### src/verilog/uart_pkg.sv
package uart_pkg;
  // register byte offsets
  localparam logic [7:0] ADDR_CTRL = 8'h00;
  localparam logic [7:0] ADDR_FMT = 8'h04;
  localparam logic [7:0] ADDR_DLL = 8'h08;
  localparam logic [7:0] ADDR_DLH = 8'h0c;
  localparam logic [7:0] ADDR_TXD = 8'h10;
  localparam logic [7:0] ADDR_RXD = 8'h14;
  localparam logic [7:0] ADDR_STAT = 8'h18;
  localparam logic [7:0] ADDR_IEN = 8'h1c;
  localparam logic [7:0] ADDR_ICLR = 8'h20;
  localparam logic [7:0] ADDR_LINE = 8'h24;
  localparam logic [7:0] ADDR_RTSL = 8'h28;
  // port_global_control fields
  localparam int CTRL_W = 6;
  localparam int C_BYPASS = 0;
  localparam int C_SIR = 1;
  localparam int C_AFLOW = 2;
  localparam int C_DMA = 3;
  localparam int C_TXSEL = 4;
  localparam int C_PRIO = 5;
  // format fields: [1:0] data bits-5, [2] two stops, [3] parity, [4] even
  localparam int FMT_W = 5;
  localparam int F_STOP2 = 2;
  localparam int F_PAR = 3;
  localparam int F_EVEN = 4;
  // status bits
  localparam int ST_W = 5;
  localparam int S_TX = 0;
  localparam int S_RX = 1;
  localparam int S_PE = 2;
  localparam int S_FE = 3;
  localparam int S_OE = 4;
  // reset values
  localparam logic [CTRL_W-1:0] CTRL_RST = 6'h00;
  localparam logic [FMT_W-1:0] FMT_RST = 5'h03;
  localparam logic [7:0] DLL_RST = 8'h01;
  localparam logic [7:0] DLH_RST = 8'h00;
  localparam logic [2:0] RTSL_RST = 3'h3;
  // oversampling counts, frame length limits and fifo depth
  localparam logic [3:0] OVS_LAST = 4'hf;
  localparam logic [3:0] OVS_MID = 4'h7;
  localparam logic [3:0] SIR_PULSE = 4'h3;
  localparam logic [3:0] FRAME_MIN = 4'h7;
  localparam logic [3:0] FRAME_MAX = 4'hc;
  localparam logic [2:0] FIFO_DEPTH = 3'h4;

  typedef enum logic [1:0] {
    RX_IDLE = 2'b00,
    RX_BITS = 2'b01
  } rx_state_t;

  typedef struct packed {
    logic psel;
    logic penable;
    logic pwrite;
    logic [7:0] paddr;
    logic [31:0] pwdata;
  } apb_req_t;

  typedef struct packed {
    logic [31:0] prdata;
    logic pready;
    logic pslverr;
  } apb_rsp_t;
endpackage : uart_pkg

### src/verilog/uart_baud.sv
`timescale 1ns/10ps
module uart_baud
  import uart_pkg::*;
(
  // clock and reset
  input wire logic clk,
  input wire logic rst_n,
  // divisor in, sample tick out
  input wire logic [15:0] divisor,
  output logic tick
);
  typedef struct packed {
    logic [15:0] cnt;
    logic tick;
  } baud_state_t;

  baud_state_t s_reg;
  baud_state_t s_next;
  logic [15:0] last;

  // a zero divisor wraps to the full 65536 count
  // zero gives slowest rate
  assign last = divisor - 16'h0001;
  assign tick = s_reg.tick;

  always_comb begin
    s_next = s_reg;
    s_next.tick = 1'b0;
    // a smaller divisor written mid-count must not wait a full wrap
    if (s_reg.cnt >= last) begin
      s_next.cnt = 16'h0000;
      s_next.tick = 1'b1;
    end else begin
      s_next.cnt = s_reg.cnt + 16'h0001;
    end
  end

  always_ff @(posedge clk or negedge rst_n) begin
    if (!rst_n) begin
      s_reg <= '0;
    end else begin
      s_reg <= s_next;
    end
  end
endmodule : uart_baud

### src/verilog/uart_port.sv
// Decided for this implementation: the placing of the registers and the APB interface to the registers.
`timescale 1ns/10ps
// Notes on behaviour
// - five to eight data bits, parity, stops
// - frame spans seven to twelve bits
// - holding stage plus shifter for transmit, shifter plus four-byte fifo for receive
// - separate transmit and receive dma requests
// - dma requests low priority by default
// - bit clock is clock over divisor, sixteen unless bypassed
// - divisor built from high and low bytes
// - rate from clock/1048576 up to clock
// - tx and rx interrupts individually masked
// - selectable transmit interrupt timing in dma
// - high clear-to-send stops new characters
// - raise request-to-send above high-water level
// - flow pins only on flow instances
// - optional serial infrared pulse mode
// - receive line offered to timer
module uart_port
  import uart_pkg::*;
#(
  parameter bit HAS_FLOW = 1'b1
)(
  // clock and reset
  input wire logic CLK,
  input wire logic RSTN,
  // register bus
  input wire apb_req_t APB_REQ,
  output apb_rsp_t APB_RSP,
  // serial line
  output logic TXD,
  input wire logic RXD,
  input wire logic CTS_N,
  output logic RTS_N,
  output logic RXD_TIMER,
  // dma channels
  output logic TX_DMA_REQ,
  input wire logic TX_DMA_ACK,
  input wire logic [7:0] TX_DMA_DATA,
  output logic RX_DMA_REQ,
  input wire logic RX_DMA_ACK,
  output logic [7:0] RX_DMA_DATA,
  output logic DMA_PRIO_HIGH,
  // interrupt
  output logic IRQ
);
  typedef struct packed {
    logic [CTRL_W-1:0] ctrl;
    logic [FMT_W-1:0] fmt;
    logic [7:0] dll;
    logic [7:0] dlh;
    logic [ST_W-1:0] stat;
    logic [ST_W-1:0] ien;
    logic [2:0] rtsl;
    logic [31:0] prdata;
    logic pslverr;
    logic [7:0] thr;
    logic thr_v;
    logic [11:0] tsh;
    logic [3:0] tbits;
    logic [3:0] tsub;
    logic tx_out;
    rx_state_t rst;
    logic [3:0] rsub;
    logic [3:0] rbits;
    logic [10:0] rsh;
    logic rlow;
    logic [3:0][7:0] fifo;
    logic [1:0] wp;
    logic [1:0] rp;
    logic [2:0] cnt;
    logic rts_n;
    logic rxd_d;
  } port_state_t;

  port_state_t s_reg;
  port_state_t s_next;
  logic [1:0] rst_sync;
  logic rst_n;
  logic tick;
  logic bypass;
  logic sir;
  logic cts_ok;
  logic [3:0] flen;
  logic [3:0] wl;
  logic tbit_end;
  logic rsample;
  logic rbit;
  logic wr;
  logic rd;
  logic push;
  logic pop;
  logic tx_load;

  function automatic logic [7:0] low_bits(input logic [7:0] d,
                                          input logic [3:0] n);
    low_bits = d & 8'(~(9'h1ff << n));
  endfunction : low_bits

  always_ff @(posedge CLK or negedge RSTN) begin
    if (!RSTN) begin
      rst_sync <= 2'b00;
    end else begin
      rst_sync <= {rst_sync[0], 1'b1};
    end
  end
  assign rst_n = rst_sync[1];

  // divisor of 0 counts 65536, giving clock/1048576 at the slow end
  // divisor halves joined
  uart_baud u_baud (
    .clk(CLK),
    .rst_n(rst_n),
    .divisor({s_reg.dlh, s_reg.dll}),
    .tick(tick)
  );

  assign bypass = s_reg.ctrl[C_BYPASS];
  assign sir = s_reg.ctrl[C_SIR];
  assign wl = 4'h5 + {2'b00, s_reg.fmt[1:0]};
  assign flen = 4'h1 + wl + {3'b000, s_reg.fmt[F_PAR]}
                + (s_reg.fmt[F_STOP2] ? 4'h2 : 4'h1);
  assign cts_ok = !HAS_FLOW || !CTS_N;
  // sixteen ticks per bit unless bypassed
  assign tbit_end = tick && (bypass || s_reg.tsub == OVS_LAST);
  // centre sample; infrared waits to the bit end
  assign rsample = tick && (bypass || s_reg.rsub ==
                   (sir ? OVS_LAST : OVS_MID));
  // any low pulse inside a bit is a zero
  assign rbit = sir ? !(s_reg.rlow || !s_reg.rxd_d) : s_reg.rxd_d;
  assign wr = APB_REQ.psel && APB_REQ.penable && APB_REQ.pwrite;
  assign rd = APB_REQ.psel && APB_REQ.penable && !APB_REQ.pwrite;
  assign pop = s_reg.cnt != 3'h0 && ((s_reg.ctrl[C_DMA] && RX_DMA_ACK)
               || (!s_reg.ctrl[C_DMA] && rd
                   && APB_REQ.paddr == ADDR_RXD));
  // no new character while clear-to-send is high
  // bypass loads on a tick so the start bit is a whole bit long
  assign tx_load = s_reg.thr_v && s_reg.tbits == 4'h0 && cts_ok
                   && (!bypass || tick);

  always_comb begin
    logic [10:0] al;
    logic [7:0] d;
    al = '0;
    d = '0;
    push = 1'b0;
    s_next = s_reg;
    s_next.rxd_d = RXD;
    // register bus
    if (APB_REQ.psel && !APB_REQ.penable) begin
      s_next.pslverr = 1'b0;
      case (APB_REQ.paddr)
        ADDR_CTRL: s_next.prdata = 32'(s_reg.ctrl);
        ADDR_FMT: s_next.prdata = 32'(s_reg.fmt);
        ADDR_DLL: s_next.prdata = 32'(s_reg.dll);
        ADDR_DLH: s_next.prdata = 32'(s_reg.dlh);
        ADDR_RXD: s_next.prdata = 32'(s_reg.fifo[s_reg.rp]);
        ADDR_STAT: s_next.prdata = 32'(s_reg.stat);
        ADDR_IEN: s_next.prdata = 32'(s_reg.ien);
        ADDR_RTSL: s_next.prdata = 32'(s_reg.rtsl);
        ADDR_LINE: s_next.prdata = 32'({s_reg.cnt, s_reg.rts_n, CTS_N,
                                        s_reg.tbits != 4'h0, s_reg.thr_v});
        ADDR_TXD, ADDR_ICLR: s_next.prdata = 32'h0000_0000;
        default: begin
          s_next.prdata = 32'h0000_0000;
          s_next.pslverr = 1'b1;
        end
      endcase
    end
    if (wr) begin
      case (APB_REQ.paddr)
        ADDR_CTRL: s_next.ctrl = APB_REQ.pwdata[CTRL_W-1:0];
        ADDR_FMT: s_next.fmt = APB_REQ.pwdata[FMT_W-1:0];
        ADDR_DLL: s_next.dll = APB_REQ.pwdata[7:0];
        ADDR_DLH: s_next.dlh = APB_REQ.pwdata[7:0];
        ADDR_IEN: s_next.ien = APB_REQ.pwdata[ST_W-1:0];
        ADDR_RTSL: s_next.rtsl = APB_REQ.pwdata[2:0];
        ADDR_ICLR: s_next.stat = s_reg.stat & ~APB_REQ.pwdata[ST_W-1:0];
        ADDR_TXD: begin
          if (!s_reg.ctrl[C_DMA] && !s_reg.thr_v) begin
            s_next.thr = APB_REQ.pwdata[7:0];
            s_next.thr_v = 1'b1;
          end
        end
        default: begin
        end
      endcase
    end
    // transmit channel fills the holding stage
    if (s_reg.ctrl[C_DMA] && TX_DMA_ACK && !s_reg.thr_v) begin
      s_next.thr = TX_DMA_DATA;
      s_next.thr_v = 1'b1;
    end
    // transmitter
    if (tick) begin
      s_next.tsub = s_reg.tsub + 4'h1;
    end
    if (s_reg.tbits != 4'h0 && tbit_end) begin
      s_next.tsh = {1'b1, s_reg.tsh[11:1]};
      s_next.tbits = s_reg.tbits - 4'h1;
      s_next.tx_out = s_reg.tsh[1];
      if (s_reg.tbits == 4'h1) begin
        s_next.tx_out = 1'b1;
        if (s_reg.ctrl[C_TXSEL]) begin
          s_next.stat[S_TX] = 1'b1;
        end
      end
    end else if (tx_load) begin
      d = low_bits(s_reg.thr, wl);
      // start low, data lsb first, stops high
      s_next.tsh = (12'hfff << (wl + 4'h1)) | {3'b000, d, 1'b0};
      if (s_reg.fmt[F_PAR]) begin
        s_next.tsh[wl + 4'h1] = (^d) ^ !s_reg.fmt[F_EVEN];
      end
      s_next.tbits = flen;
      s_next.tsub = 4'h0;
      s_next.tx_out = 1'b0;
      s_next.thr_v = 1'b0;
      // holding stage free for the next word
      if (!s_reg.ctrl[C_TXSEL]) begin
        s_next.stat[S_TX] = 1'b1;
      end
    end
    // receiver
    case (s_reg.rst)
      RX_IDLE: begin
        s_next.rlow = 1'b0;
        // falling edge starts the bit count
        if (tick && !s_reg.rxd_d) begin
          s_next.rst = RX_BITS;
          s_next.rsub = 4'h1;
          s_next.rbits = 4'h0;
          s_next.rlow = 1'b1;
          // bypass has no centre tick: the edge tick is the start
          if (bypass) begin
            s_next.rbits = 4'h1;
            s_next.rsh = {1'b0, s_reg.rsh[10:1]};
          end
        end
      end
      RX_BITS: begin
        if (tick) begin
          s_next.rsub = s_reg.rsub + 4'h1;
          s_next.rlow = s_reg.rlow || !s_reg.rxd_d;
        end
        if (rsample) begin
          s_next.rlow = 1'b0;
          s_next.rbits = s_reg.rbits + 4'h1;
          s_next.rsh = {rbit, s_reg.rsh[10:1]};
          if (s_reg.rbits == 4'h0 && rbit) begin
            s_next.rst = RX_IDLE;
          end else if (s_reg.rbits == flen - 4'h1) begin
            s_next.rst = RX_IDLE;
            al = {rbit, s_reg.rsh[10:1]} >> (4'hc - flen);
            d = low_bits(al[7:0], wl);
            if (s_reg.fmt[F_PAR]
                && (al[wl] != ((^d) ^ !s_reg.fmt[F_EVEN]))) begin
              s_next.stat[S_PE] = 1'b1;
            end
            if (!al[wl + {3'b000, s_reg.fmt[F_PAR]}]) begin
              s_next.stat[S_FE] = 1'b1;
            end
            if (s_reg.cnt == FIFO_DEPTH) begin
              s_next.stat[S_OE] = 1'b1;
            end else begin
              push = 1'b1;
              s_next.fifo[s_reg.wp] = d;
              s_next.wp = s_reg.wp + 2'h1;
              s_next.stat[S_RX] = 1'b1;
            end
          end
        end
      end
      default: s_next.rst = RX_IDLE;
    endcase
    if (pop) begin
      s_next.rp = s_reg.rp + 2'h1;
    end
    s_next.cnt = s_reg.cnt + {2'b00, push} - {2'b00, pop};
    s_next.rts_n = HAS_FLOW && s_reg.ctrl[C_AFLOW]
                   && s_next.cnt > s_reg.rtsl;
  end

  always_ff @(posedge CLK or negedge rst_n) begin
    if (!rst_n) begin
      s_reg <= '0;
      s_reg.ctrl <= CTRL_RST;
      s_reg.fmt <= FMT_RST;
      s_reg.dll <= DLL_RST;
      s_reg.dlh <= DLH_RST;
      s_reg.rtsl <= RTSL_RST;
      s_reg.tx_out <= 1'b1;
      s_reg.rxd_d <= 1'b1;
    end else begin
      s_reg <= s_next;
    end
  end

  assign APB_RSP.prdata = s_reg.prdata;
  assign APB_RSP.pready = 1'b1;
  assign APB_RSP.pslverr = s_reg.pslverr;
  // infrared sends a short low pulse per zero bit
  assign TXD = (sir && s_reg.tbits != 4'h0) ?
               !(!s_reg.tx_out && s_reg.tsub < SIR_PULSE) : s_reg.tx_out;
  assign RTS_N = s_reg.rts_n;
  // timer measures the line for baud detection
  assign RXD_TIMER = s_reg.rxd_d;
  assign TX_DMA_REQ = s_reg.ctrl[C_DMA] && !s_reg.thr_v;
  assign RX_DMA_REQ = s_reg.ctrl[C_DMA] && s_reg.cnt != 3'h0;
  assign RX_DMA_DATA = s_reg.fifo[s_reg.rp];
  // low priority unless software raises it
  assign DMA_PRIO_HIGH = s_reg.ctrl[C_PRIO];
  // each source gated by its enable
  assign IRQ = |(s_reg.stat & s_reg.ien);
endmodule : uart_port
### config.mk
export PLATFORM = sky130hd
export DESIGN_NAME = uart_port
export DESIGN_NICKNAME = d
export VERILOG_FILES = /design/src/verilog/uart_pkg.sv /design/src/verilog/uart_baud.sv /design/src/verilog/uart_port.sv
export SDC_FILE = /design/constraint.sdc
export NUM_CORES = 1
export LEC_CHECK = 0
export BUFFER_PORTS_ARGS = -buffer_cell sky130_fd_sc_hd__buf_2
export CAP_MARGIN = 20
export CORE_MARGIN = 5
export CORE_UTILIZATION = 40
export CTS_CLUSTER_DIAMETER = 200
export DETAILED_ROUTE_END_ITERATION = 12
export PLACE_DENSITY_LB_ADDON = 0.08
export SLEW_MARGIN = 10
export SYNTH_ARGS = -nofsm -noshare
export SYNTH_HDL_FRONTEND = slang
export SYNTH_SLANG_ARGS = --single-unit
### constraint.sdc
create_clock -name CLK -period 4.9 [get_ports CLK]
set_clock_uncertainty 0.15 [all_clocks]
set_input_delay 0.735 -clock CLK [delete_from_list [all_inputs] [get_ports CLK]]
set_output_delay 0.735 -clock CLK [all_outputs]
set_load 0.005 [all_outputs]
[After elaboration in Yosys (flattened, before gate mapping)]
Cells that the tools add are included.
Storage, ports and cells
  bits in registers: 185
  bits in latches: 0
  RAM bits: 0
  memory bits (read-only): 0
  bits of input ports: 57
  output and inout port bits: 49
  word-level logic and storage cells: 234
  memories kept: 0
Cells by class
  $add $sub $neg: 17
  multipliers: 0
  div/mod/pow operators: 0
  magnitude comparators: 10
  equality and inequality tests: 23
  shift operators: 3
  multiplexer cells: 67
  bitwise gates (word level): 11
  reductions and logical operators: 71
Operators with widths (number)
  $mux W34: 3
  $pmux W8 S9: 1
  $mux W50: 1
  $mux W22: 2
  $pmux W20 S2: 1
  $mux W9: 4
  $bwmux W32: 1
  $eq A8 B5 Y1 const B: 4
  $mux W16: 2
  $mux W4: 8
  $logic_and A1 B1 Y1: 27
  $mux W1: 25
  $eq A8 B6 Y1 const B: 3
  $mux W12: 2
  $add A16 B1 Y16 const B: 1
  $add A4 B1 Y4 const B: 4
  $and A8 B8 Y8: 2
  $bmux W8 S2: 1
  $demux W8 S2: 1
  $eq A8 B4 Y1 const B: 2
  $ge A16 B16 Y1: 1
  $mux W8: 2
  $reduce_xor A8 Y1: 2
  $sub A16 B1 Y16 const B: 1
  other kinds (56): 101

[Logic depth before layout (Yosys ltp)]
Gate-level depths: netlist (run 1).
  depth after elaboration: 16
  depth in mapped cells: 26
  depth with buffers taken out: 25

[By module]
From an unflattened synthesis (run 1), not the netlist that was laid out.
Unflattened totals
  cell total of the unflattened synthesis: 890
  area, all modules: 9552.9 um^2
Modules (own cells, without submodules)
  uart_port: times used 1, cells an instance 737, area an instance 8077.7 um^2, sequential area each 3537.1 um^2
  uart_baud: times used 1, cells an instance 153, area an instance 1475.2 um^2, sequential area each 425.4 um^2

[Worst setup path after synthesis (run 1)]
Ideal clock, no wire load.
  path kind: reg-to-reg
  start point: register s_reg[155] (netlist name)
  end point: register s_reg (netlist bit RTS_N)
  library setup time: 0.077 ns
  data arrival time: 5.160 ns
  data required time: 4.673 ns
  path slack: -0.488 ns
  stages on the path, launching flop included: 26
  path through: dfstp_2 -> inv_1 -> ha_1 -> xnor2_1 -> fa_1 -> inv_1 -> ha_1 -> xor2_1 -> nor3_1 -> a21o_2 -> mux2i_1 -> nor3_1 -> and3_1 -> a21boi_2 -> inv_1 -> ha_1 -> inv_1 -> ha_1 -> inv_1 -> fa_1 -> xnor2_1 -> xnor2_1 -> ha_1 -> nand3_1 -> nand2_1 -> a21oi_1
RTL lines
  from (decl): line uart_port.sv:76  | port_state_t s_reg;
  from (signal assigned): line uart_port.sv:295  | s_reg <= s_next;

==> results.rst, run 1 <==
.. list-table::
   :header-rows: 1

   * - Metric
     - Value
   * - Outcome
     - complete, no violations
   * - Starting utilization of the core area
     - 40.38%
   * - Residual DRC
     - 0
   * - Post-placement cell count
     - approximately 1200
   * - Die Outline Area
     - about 0.027 sq mm
   * - Clk Tree Root Cell
     - sky130_fd_sc_hd__clkbuf_16
   * - Relative area change from synthesis to final layout
     - 15.07%
   * - CORE AREA
     - 0.02340 sq mm
   * - Required @ worst endpoint
     - 5.12 ns
   * - First-pass GRT wire length
     - 38.13 mm
   * - Post-synthesis area per instance
     - 10.86 sq um
   * - Dpl cell area
     - 0.01016 sq mm
   * - Drt initial violations
     - approximately 400
   * - Ordered cell list for the critical path
     - inv_4 > ha_4 > xnor2_4 > fa_1 > inv_2 > ha_4 > xor2_4 > nor4_2 > mux2i_1 > nor3_2 > and3_4 > a21boi_4 > inv_2 > ha_4 > inv_4 > ha_4 > inv_2 > fa_2 > xnor2_2 > xnor2_1 > ha_1 > nand3_1 > nand2_1 > a21oi_2
   * - Startpoint type of the worst setup path
     - flop
   * - DR vias
     - 6752
   * - Final Max Tran Viols
     - 0
   * - Post-synth ARST share
     - 100.0%
   * - Final Instance Area
     - 0.01087 sq mm
   * - CTS H-tree depth
     - 4
   * - Top Ports
     - approximately 110
   * - Ys Warns
     - 0
   * - Setup violators final
     - 0
   * - Worst hold slack
     - 0.2040 ns
   * - Post-route antenna net violation count
     - 0
   * - Total global routing overflow
     - 0
   * - Max_slew headroom
     - roughly 38%
   * - Most frequent cells in the layout
     - sky130_fd_sc_hd__dfrtp_1 (150), sky130_fd_sc_hd__mux2_2 (81), sky130_fd_sc_hd__nand2_1 (78)
   * - Clock buffers created by TritonCTS
     - 17
   * - Kind of critical path
     - reg -> reg
   * - Die boundary width
     - approximately 160 um
   * - Worst-Margin Slew
     - 0.9323 ns
   * - Library cell occupying the most area in the post-synthesis netlist
     - sky130_fd_sc_hd__dfrtp_1
   * - Largest driver fanout on the critical path
     - 3
   * - Post-route worst setup slack
     - approximately 0.11 ns
   * - Top_reg_cell synth
     - sky130_fd_sc_hd__dfrtp_1
   * - Maximum number of pins on one net before global-route repair
     - 88
   * - Hold-critical path depth
     - 0
   * - Clock latency at the later pin of the worst-skew pair
     - 0.43 ns
   * - Clock transition at path regs
     - 0.07 ns
   * - Commonest non-fill, non-tap cell in the layout
     - sky130_fd_sc_hd__dfrtp_1
   * - Max-cap violations
     - 0
   * - Post-detailed-placement half-perimeter wirelength
     - 17.55 mm
   * - Flip-flop count of the largest register after layout
     - 126
   * - Number of hold violations in the final report
     - 0
   * - Cell count of the worst reg-to-reg path
     - 24
   * - Arrival time at the worst endpoint
     - 5.01 ns
   * - Part of the Yosys area used for sequential elements
     - around two fifths
   * - Routed vias/inst
     - 5.296
   * - Top area cells in the synthesized netlist
     - sky130_fd_sc_hd__dfrtp_1 (40%), sky130_fd_sc_hd__mux2_2 (9.7%), sky130_fd_sc_hd__ha_1 (6.1%), sky130_fd_sc_hd__mux4_2 (3.8%), sky130_fd_sc_hd__xnor2_1 (3.2%)
   * - Via count of the first global-routing pass
     - 6804
   * - Synth Register Bits
     - about 160
   * - Combined area of all synthesized cells
     - 0.009450 sq mm
   * - Number of antenna repair diodes
     - 0
   * - Combined global-route utilization of all metal layers
     - 18.19%
   * - Setup TNS after final layout
     - 0 ns
   * - Maximum count of clock buffers along a single path
     - 2
   * - Yosys cell types
     - 74
   * - Detailed-routing iteration count for the pre-antenna-repair pass
     - 5
   * - Worst hold path class
     - reg -> reg
   * - Ratio of total power to cell area
     - ~350 mW/mm^2
   * - Period utilisation layout
     - 97.77%
   * - Worst ir drop on vdd
     - between 150 and 200 uV
   * - Number of antenna violations at the first check in global routing
     - 0
   * - Total detailed-routing wirelength
     - 23.77 mm
   * - Area share of the largest cell type after synthesis
     - roughly two fifths
   * - Fraction of final layout cells with drive strength greater than 1
     - 28.14%
   * - Number of instances in the synthesized netlist
     - a little under 900
   * - Final Non-Filler Cells
     - roughly 1300
   * - Post-route total power
     - 3.844 mW
   * - Average detailed-routed wire length per instance
     - about 19 um
   * - Number of placement rows
     - 56
   * - Height of the die
     - 163.7 um
   * - Post-layout util
     - 46.47%
   * - Count of buffers from port buffering
     - between 50 and 60
   * - Clock tree from TritonCTS
     - yes
   * - Slowest stage delay, CP
     - between 0.5 and 0.6 ns
   * - Total Nets Final
     - ~1100
   * - Most used cell, CP
     - sky130_fd_sc_hd__ha_4
   * - Time the final worst path needs with I/O delays and setup
     - 4.791 ns
   * - Sink count of the clock tree
     - ~160
   * - Critical Path Slowest Stage Cell
     - sky130_fd_sc_hd__dfstp_2
   * - Leakage
     - 5.125 nW
   * - Maximum clock frequency
     - 0.2087 GHz
   * - Setup repair after global routing missed its margin
     - true
   * - Kind of capture point of the worst setup path
     - flop
   * - Setup WS pre-CTS
     - -0.1685 ns
   * - Count of flip-flops with a built-in enable after synthesis
     - 0
   * - Routability congestion estimate from global placement
     - 0.8172
## layer usage
layer	part of all wire [%]	global-route usage (%)	up-vias
li1	-	-	3240
met5	0	0	-
met2	48	29.48	140
met4	0.77	3.698	0
met1	47	25.97	3359
met3	4.3	2.936	13
## cell usage after synthesis, types with 3 or more instances
cell type / count
sky130_fd_sc_hd__a222oi_1: 5
sky130_fd_sc_hd__or3_1: 4
sky130_fd_sc_hd__buf_4: 36
sky130_fd_sc_hd__a311oi_1: 3
sky130_fd_sc_hd__a211oi_1: 3
sky130_fd_sc_hd__nand2_2: 4
sky130_fd_sc_hd__xnor2_1: 35
sky130_fd_sc_hd__nor3_1: 14
sky130_fd_sc_hd__ha_1: 46
sky130_fd_sc_hd__nand2b_1: 5
sky130_fd_sc_hd__nor4_1: 5
sky130_fd_sc_hd__mux2i_1: 9
sky130_fd_sc_hd__nand2_1: 78
sky130_fd_sc_hd__nor2_1: 45
sky130_fd_sc_hd__fa_1: 4
sky130_fd_sc_hd__a22o_1: 10
sky130_fd_sc_hd__o21ai_0: 27
sky130_fd_sc_hd__clkbuf_1: 15
sky130_fd_sc_hd__xor2_1: 21
sky130_fd_sc_hd__dfstp_2: 7
sky130_fd_sc_hd__a32o_1: 3
sky130_fd_sc_hd__and4_1: 3
sky130_fd_sc_hd__o22ai_1: 3
sky130_fd_sc_hd__a31oi_1: 6
sky130_fd_sc_hd__nand3b_1: 3
sky130_fd_sc_hd__inv_1: 37
sky130_fd_sc_hd__a21oi_1: 42
sky130_fd_sc_hd__a221o_1: 8
sky130_fd_sc_hd__and3_1: 7
sky130_fd_sc_hd__a21o_1: 14
sky130_fd_sc_hd__a22oi_1: 27
sky130_fd_sc_hd__nor2b_1: 8
sky130_fd_sc_hd__buf_1: 3
sky130_fd_sc_hd__and2_1: 6
sky130_fd_sc_hd__mux2_2: 81
sky130_fd_sc_hd__a31o_2: 3
sky130_fd_sc_hd__o21a_1: 3
sky130_fd_sc_hd__dfrtp_1: 151
sky130_fd_sc_hd__nand4_1: 10
sky130_fd_sc_hd__nand3_1: 16
sky130_fd_sc_hd__mux4_2: 16
## final cells by class
type	instances	area (sq um)
clock buffer	17	425.4
fill	2221	12530
tap	319	399.1
timing repair buffer	88	535.5
clock inverter	15	188.9
multi-input combinational	641	5215
sequential	158	3966
inverter	37	143.9
## cells by family after synthesis
logic type	count (synthesis)	share of synthesized area, %
fa+ha+maj	50	6.938
xor+xnor	62	6.593
other cells	2	0.07947
buf+inv	95	5.388
simple gates	226	12.11
mux	106	14.42
flops	158	41.93
compound gates	171	12.54
## worst max-delay path: cells and delay by family, from the launching register on
kind	cells	cell delay, ns
adders and majority gates	7	1.94
and+or+nand+nor	5	0.79
xor gates and xnor gates	4	0.63
DFF	1	0.55
AOI/OAI and AO/OA	2	0.27
buffers and inverters	5	0.26
muxes	1	0.12
## power by group
| group | internal, mW | switching, mW |
|---|---|---|
| clock | 0.739 | 0.643 |
| combinational | 0.368 | 0.417 |
| sequential | 1.46 | 0.219 |
| total | 2.56 | 1.28 |
## path summary, 6_finish.rpt
check | start | slack, ns | endpoint
setup / recovery | s_reg[155] | 0.11 | RTS_N
hold / removal | rst_sync[0] | 0.20 | rst_sync[1]
setup reg to reg | s_reg[155] | 0.11 | RTS_N
hold reg to reg | rst_sync[0] | 0.20 | rst_sync[1]
max in group asynchronous | rst_sync[1] | 3.29 | s_reg[147]
min in group asynchronous | rst_sync[1] | 0.31 | s_reg[50]
## repair_timing
item	in CTS	in global routing
resized for setup	5	11
hold buffers	1	0
setup buffers	1	1
setup endpoints to repair	1	1
pin swaps	5	11
endpoints found under the hold margin	2	0
Note: power is estimated with default switching activity, not from simulation.
==> run 2: changes to the inputs <==
--- a/config.mk
+++ b/config.mk
@@ -5,12 +5,12 @@
 export SDC_FILE = /design/constraint.sdc
 export NUM_CORES = 1
 export LEC_CHECK = 0
-export BUFFER_PORTS_ARGS = -buffer_cell sky130_fd_sc_hd__buf_2
 export CAP_MARGIN = 20
 export CORE_MARGIN = 5
 export CORE_UTILIZATION = 40
 export CTS_CLUSTER_DIAMETER = 200
 export DETAILED_ROUTE_END_ITERATION = 12
+export DONT_BUFFER_PORTS = 1
 export PLACE_DENSITY_LB_ADDON = 0.08
 export SLEW_MARGIN = 10
 export SYNTH_ARGS = -nofsm -noshare
==> run 2 against run 1 <==
  * Routed wire length grew 0.53%
  * Final cell count shrank 4.2%
  * Worst setup slack barely moved
  * Combinational power down 2.7%
  * Hold slack worse by 0.056 ns
  * Sequential power hardly changed
  * Total power shrank 0.63%
  * First-iteration DRC count grew 8.5%
  * Clock power is essentially flat
  * Count of clock-buffer cells in the layout unchanged
  * Critical path depth did not move
  * Design area decreased by 2.2%
==> results.rst, run 2 (synthesis results as in run 1) <==
.. list-table::
   :header-rows: 1

   * - Metric
     - Value
   * - Number of hold violations in the final report
     - 0 (unchanged)
   * - Relative area change from synthesis to final layout
     - 12.49%
   * - Reg2Reg Launch Point
     - s_reg[155]
   * - Count of buffers from port buffering
     - 0 (-100%)
   * - Sink count of the clock tree
     - 158 (unchanged)
   * - Total Nets Final
     - 997 (-5.0%)
   * - Slowest stage delay, CP
     - 0.56 ns (about the same)
   * - Worst reg2reg path endpoint
     - RTS_N
   * - Starting utilization of the core area
     - 40.38% (unchanged)
   * - Launching element of the worst setup path
     - s_reg[155]
   * - Maximum count of clock buffers along a single path
     - 2 (unchanged)
   * - Detailed-routing iteration count for the pre-antenna-repair pass
     - 8 (+3)
   * - Clock transition at path regs
     - 0.07 ns (about the same)
   * - Number of placement rows
     - 56 (unchanged)
   * - Commonest non-fill, non-tap cell in the layout
     - sky130_fd_sc_hd__dfrtp_1
   * - NetSw
     - 1.265 mW (-1.2%)
   * - Clock share of power
     - 36.0% (about the same)
   * - Final Non-Filler Cells
     - 1222 (-4.2%)
   * - Time the final worst path needs with I/O delays and setup
     - 4.791 ns (+0.0003520 ns)
   * - Leakage
     - 4.891 nW (-4.6%)
   * - Power Internal
     - 2.555 mW (-0.35%)
   * - Clk Tree Root Cell
     - sky130_fd_sc_hd__clkbuf_16
   * - Worst ir drop on vdd
     - 207.2 uV (+13%)
   * - Total global routing overflow
     - 0 (unchanged)
   * - Die Outline Area
     - 0.02680 sq mm (unchanged)
   * - Routed vias/inst
     - 5.435 (+2.6%)
   * - Worst-Margin Slew
     - 0.8549 ns (-0.07739 ns)
   * - Maximum number of pins on one net before global-route repair
     - 120 (+36%)
   * - Switching share of total power
     - 33.11% (-0.19 points)
   * - Die boundary width
     - 163.7 um (unchanged)
   * - Final Instance Area
     - 0.01063 sq mm (-2.2%)
   * - Period utilisation layout
     - 97.77% (about the same)
   * - Final Max Tran Viols
     - 0 (unchanged)
   * - Worst hold slack
     - 0.1476 ns (-0.05641 ns)
   * - Dpl cell area
     - 0.009876 sq mm (-2.8%)
   * - Flop pwr share
     - 44.0% (+0.4 points)
   * - Drt initial violations
     - 436 (+8.5%)
   * - DR vias
     - 6642 (-1.6%)
   * - CTS H-tree depth
     - 4 (unchanged)
   * - Top Ports
     - 106 (unchanged)
   * - Outcome
     - complete, no violations
   * - Post-placement cell count
     - 1184 (-4.5%)
   * - Max_slew headroom
     - 42.89% (+5.0 points)
   * - Startpoint type of the worst setup path
     - flop
   * - Average detailed-routed wire length per instance
     - 19.55 um (+4.9%)
   * - Number of antenna repair diodes
     - 0 (unchanged)
   * - CORE AREA
     - 0.02340 sq mm (unchanged)
   * - Most frequent cells in the layout
     - sky130_fd_sc_hd__dfrtp_1 (150), sky130_fd_sc_hd__mux2_2 (81), sky130_fd_sc_hd__nand2_1 (78)
   * - Combinational Power Share
     - 20.0% (-0.4 points)
   * - Number of antenna violations at the first check in global routing
     - 0 (unchanged)
   * - Post-detailed-placement half-perimeter wirelength
     - 17.81 mm (+1.5%)
   * - Height of the die
     - 163.7 um (unchanged)
   * - Ordered cell list for the critical path
     - inv_4 > ha_4 > xnor2_4 > fa_1 > inv_2 > ha_4 > xor2_4 > nor4_2 > mux2i_1 > nor3_2 > and3_4 > a21boi_4 > inv_2 > ha_4 > inv_2 > ha_4 > inv_2 > fa_2 > xnor2_2 > xnor2_2 > ha_1 > nand3_1 > nand2_1 > a21oi_1
   * - Required @ worst endpoint
     - 5.12 ns (about the same)
   * - Setup TNS after final layout
     - 0 ns (unchanged)
   * - Ratio of total power to cell area
     - 359.3 mW/mm^2 (+1.7%)
   * - FF-to-FF setup slack
     - 0.11 ns (about the same)
   * - First-pass GRT wire length
     - 37.58 mm (-1.4%)
   * - Kind of critical path
     - reg -> reg
   * - Worst hold path class
     - reg -> async
   * - Clock latency at the later pin of the worst-skew pair
     - 0.44 ns (about the same)
   * - Post-route antenna net violation count
     - 0 (unchanged)
   * - Total detailed-routing wirelength
     - 23.89 mm (+0.53%)
   * - Cell count of the worst reg-to-reg path
     - 24 (unchanged)
   * - Max-cap violations
     - 0 (unchanged)
   * - Clock tree from TritonCTS
     - yes
   * - Arrival time at the worst endpoint
     - 5.01 ns (about the same)
   * - Routability congestion estimate from global placement
     - 0.8694 (+6.4%)
   * - Maximum clock frequency
     - 0.2087 GHz (about the same)
   * - Via count of the first global-routing pass
     - 6747 (-0.84%)
   * - Residual DRC
     - 0 (unchanged)
   * - Kind of capture point of the worst setup path
     - flop
   * - Setup violators final
     - 0 (unchanged)
   * - Combined global-route utilization of all metal layers
     - 18.13% (-0.058 points)
   * - Clock buffers created by TritonCTS
     - 17 (unchanged)
   * - Largest driver fanout on the critical path
     - 3 (unchanged)
   * - Setup repair after global routing missed its margin
     - true
   * - Flip-flop count of the largest register after layout
     - 126 (unchanged)
   * - Fraction of final layout cells with drive strength greater than 1
     - 24.03% (-4.1 points)
   * - Critical Path Slowest Stage Cell
     - sky130_fd_sc_hd__dfstp_2
-- run 2: how the worst max path moves through the flow --
| stage | cells after the start | endpoint |
|---|---|---|
| finish | 24 | RTS_N |
| global route | 24 | RTS_N |
| CTS | 24 | RTS_N |
| detailed placement | 24 | RTS_N |
| global placement | 24 | RTS_N |
| floorplan | 24 | RTS_N |
-- run 2: critical path: cells and delay by family, from the launching register on --
kind | cells | cell delay (ns)
xor+xnor | 4 | 0.62
simple gates | 5 | 0.76
flops | 1 | 0.56
buf+inv | 5 | 0.27
mux | 1 | 0.13
compound gates | 2 | 0.30
fa+ha+maj | 7 | 1.96
-- run 2: power groups by stage --
stage	registers, mW	clock network [mW]	logic, mW
after global routing	1.71	1.47	0.873
after floorplan	1.63	0	0.626
after detailed placement	1.70	0	0.739
after CTS	1.68	1.41	0.755
final	1.68	1.38	0.764
after global placement	1.70	0	0.701
-- run 2: final cells by class --
cell class              instances  area (sq um)
well taps                     319         399.1
clock buffers                  17         425.4
clock inverters                15         196.4
multi-input cells             641          5224
repair buffers                 35         277.8
inverters                      37         141.4
flip-flops and latches        158          3966
fillers                      2210         12770
-- run 2: per-layer routing --
layer	global-route usage (%)	wire (um)
met5	0	0
met4	5.795	541
met3	4.718	1627
met2	30.06	11620
met1	23.28	10110
-- run 2: stage by stage --
stage	utilization [%]	worst slack (ns)	total power, mW
after detailed placement	42.20	-0.2485	2.443
after global routing	45.42	-0.02840	4.047
after CTS	45.22	-0.02807	3.852
after global placement	42.17	-0.09310	2.401
after floorplan	-	-0.1435	2.254
final	45.42	0.1090	3.820
-- run 2: timing repair --
| item | CTS | global route |
|---|---|---|
| resized for setup | 10 | 6 |
| pin swaps | 12 | 3 |
| endpoints found under the setup margin | 1 | 1 |
| hold endpoints to repair | 2 | 0 |
| setup buffers | 4 | 1 |
| hold buffers | 1 | 0 |
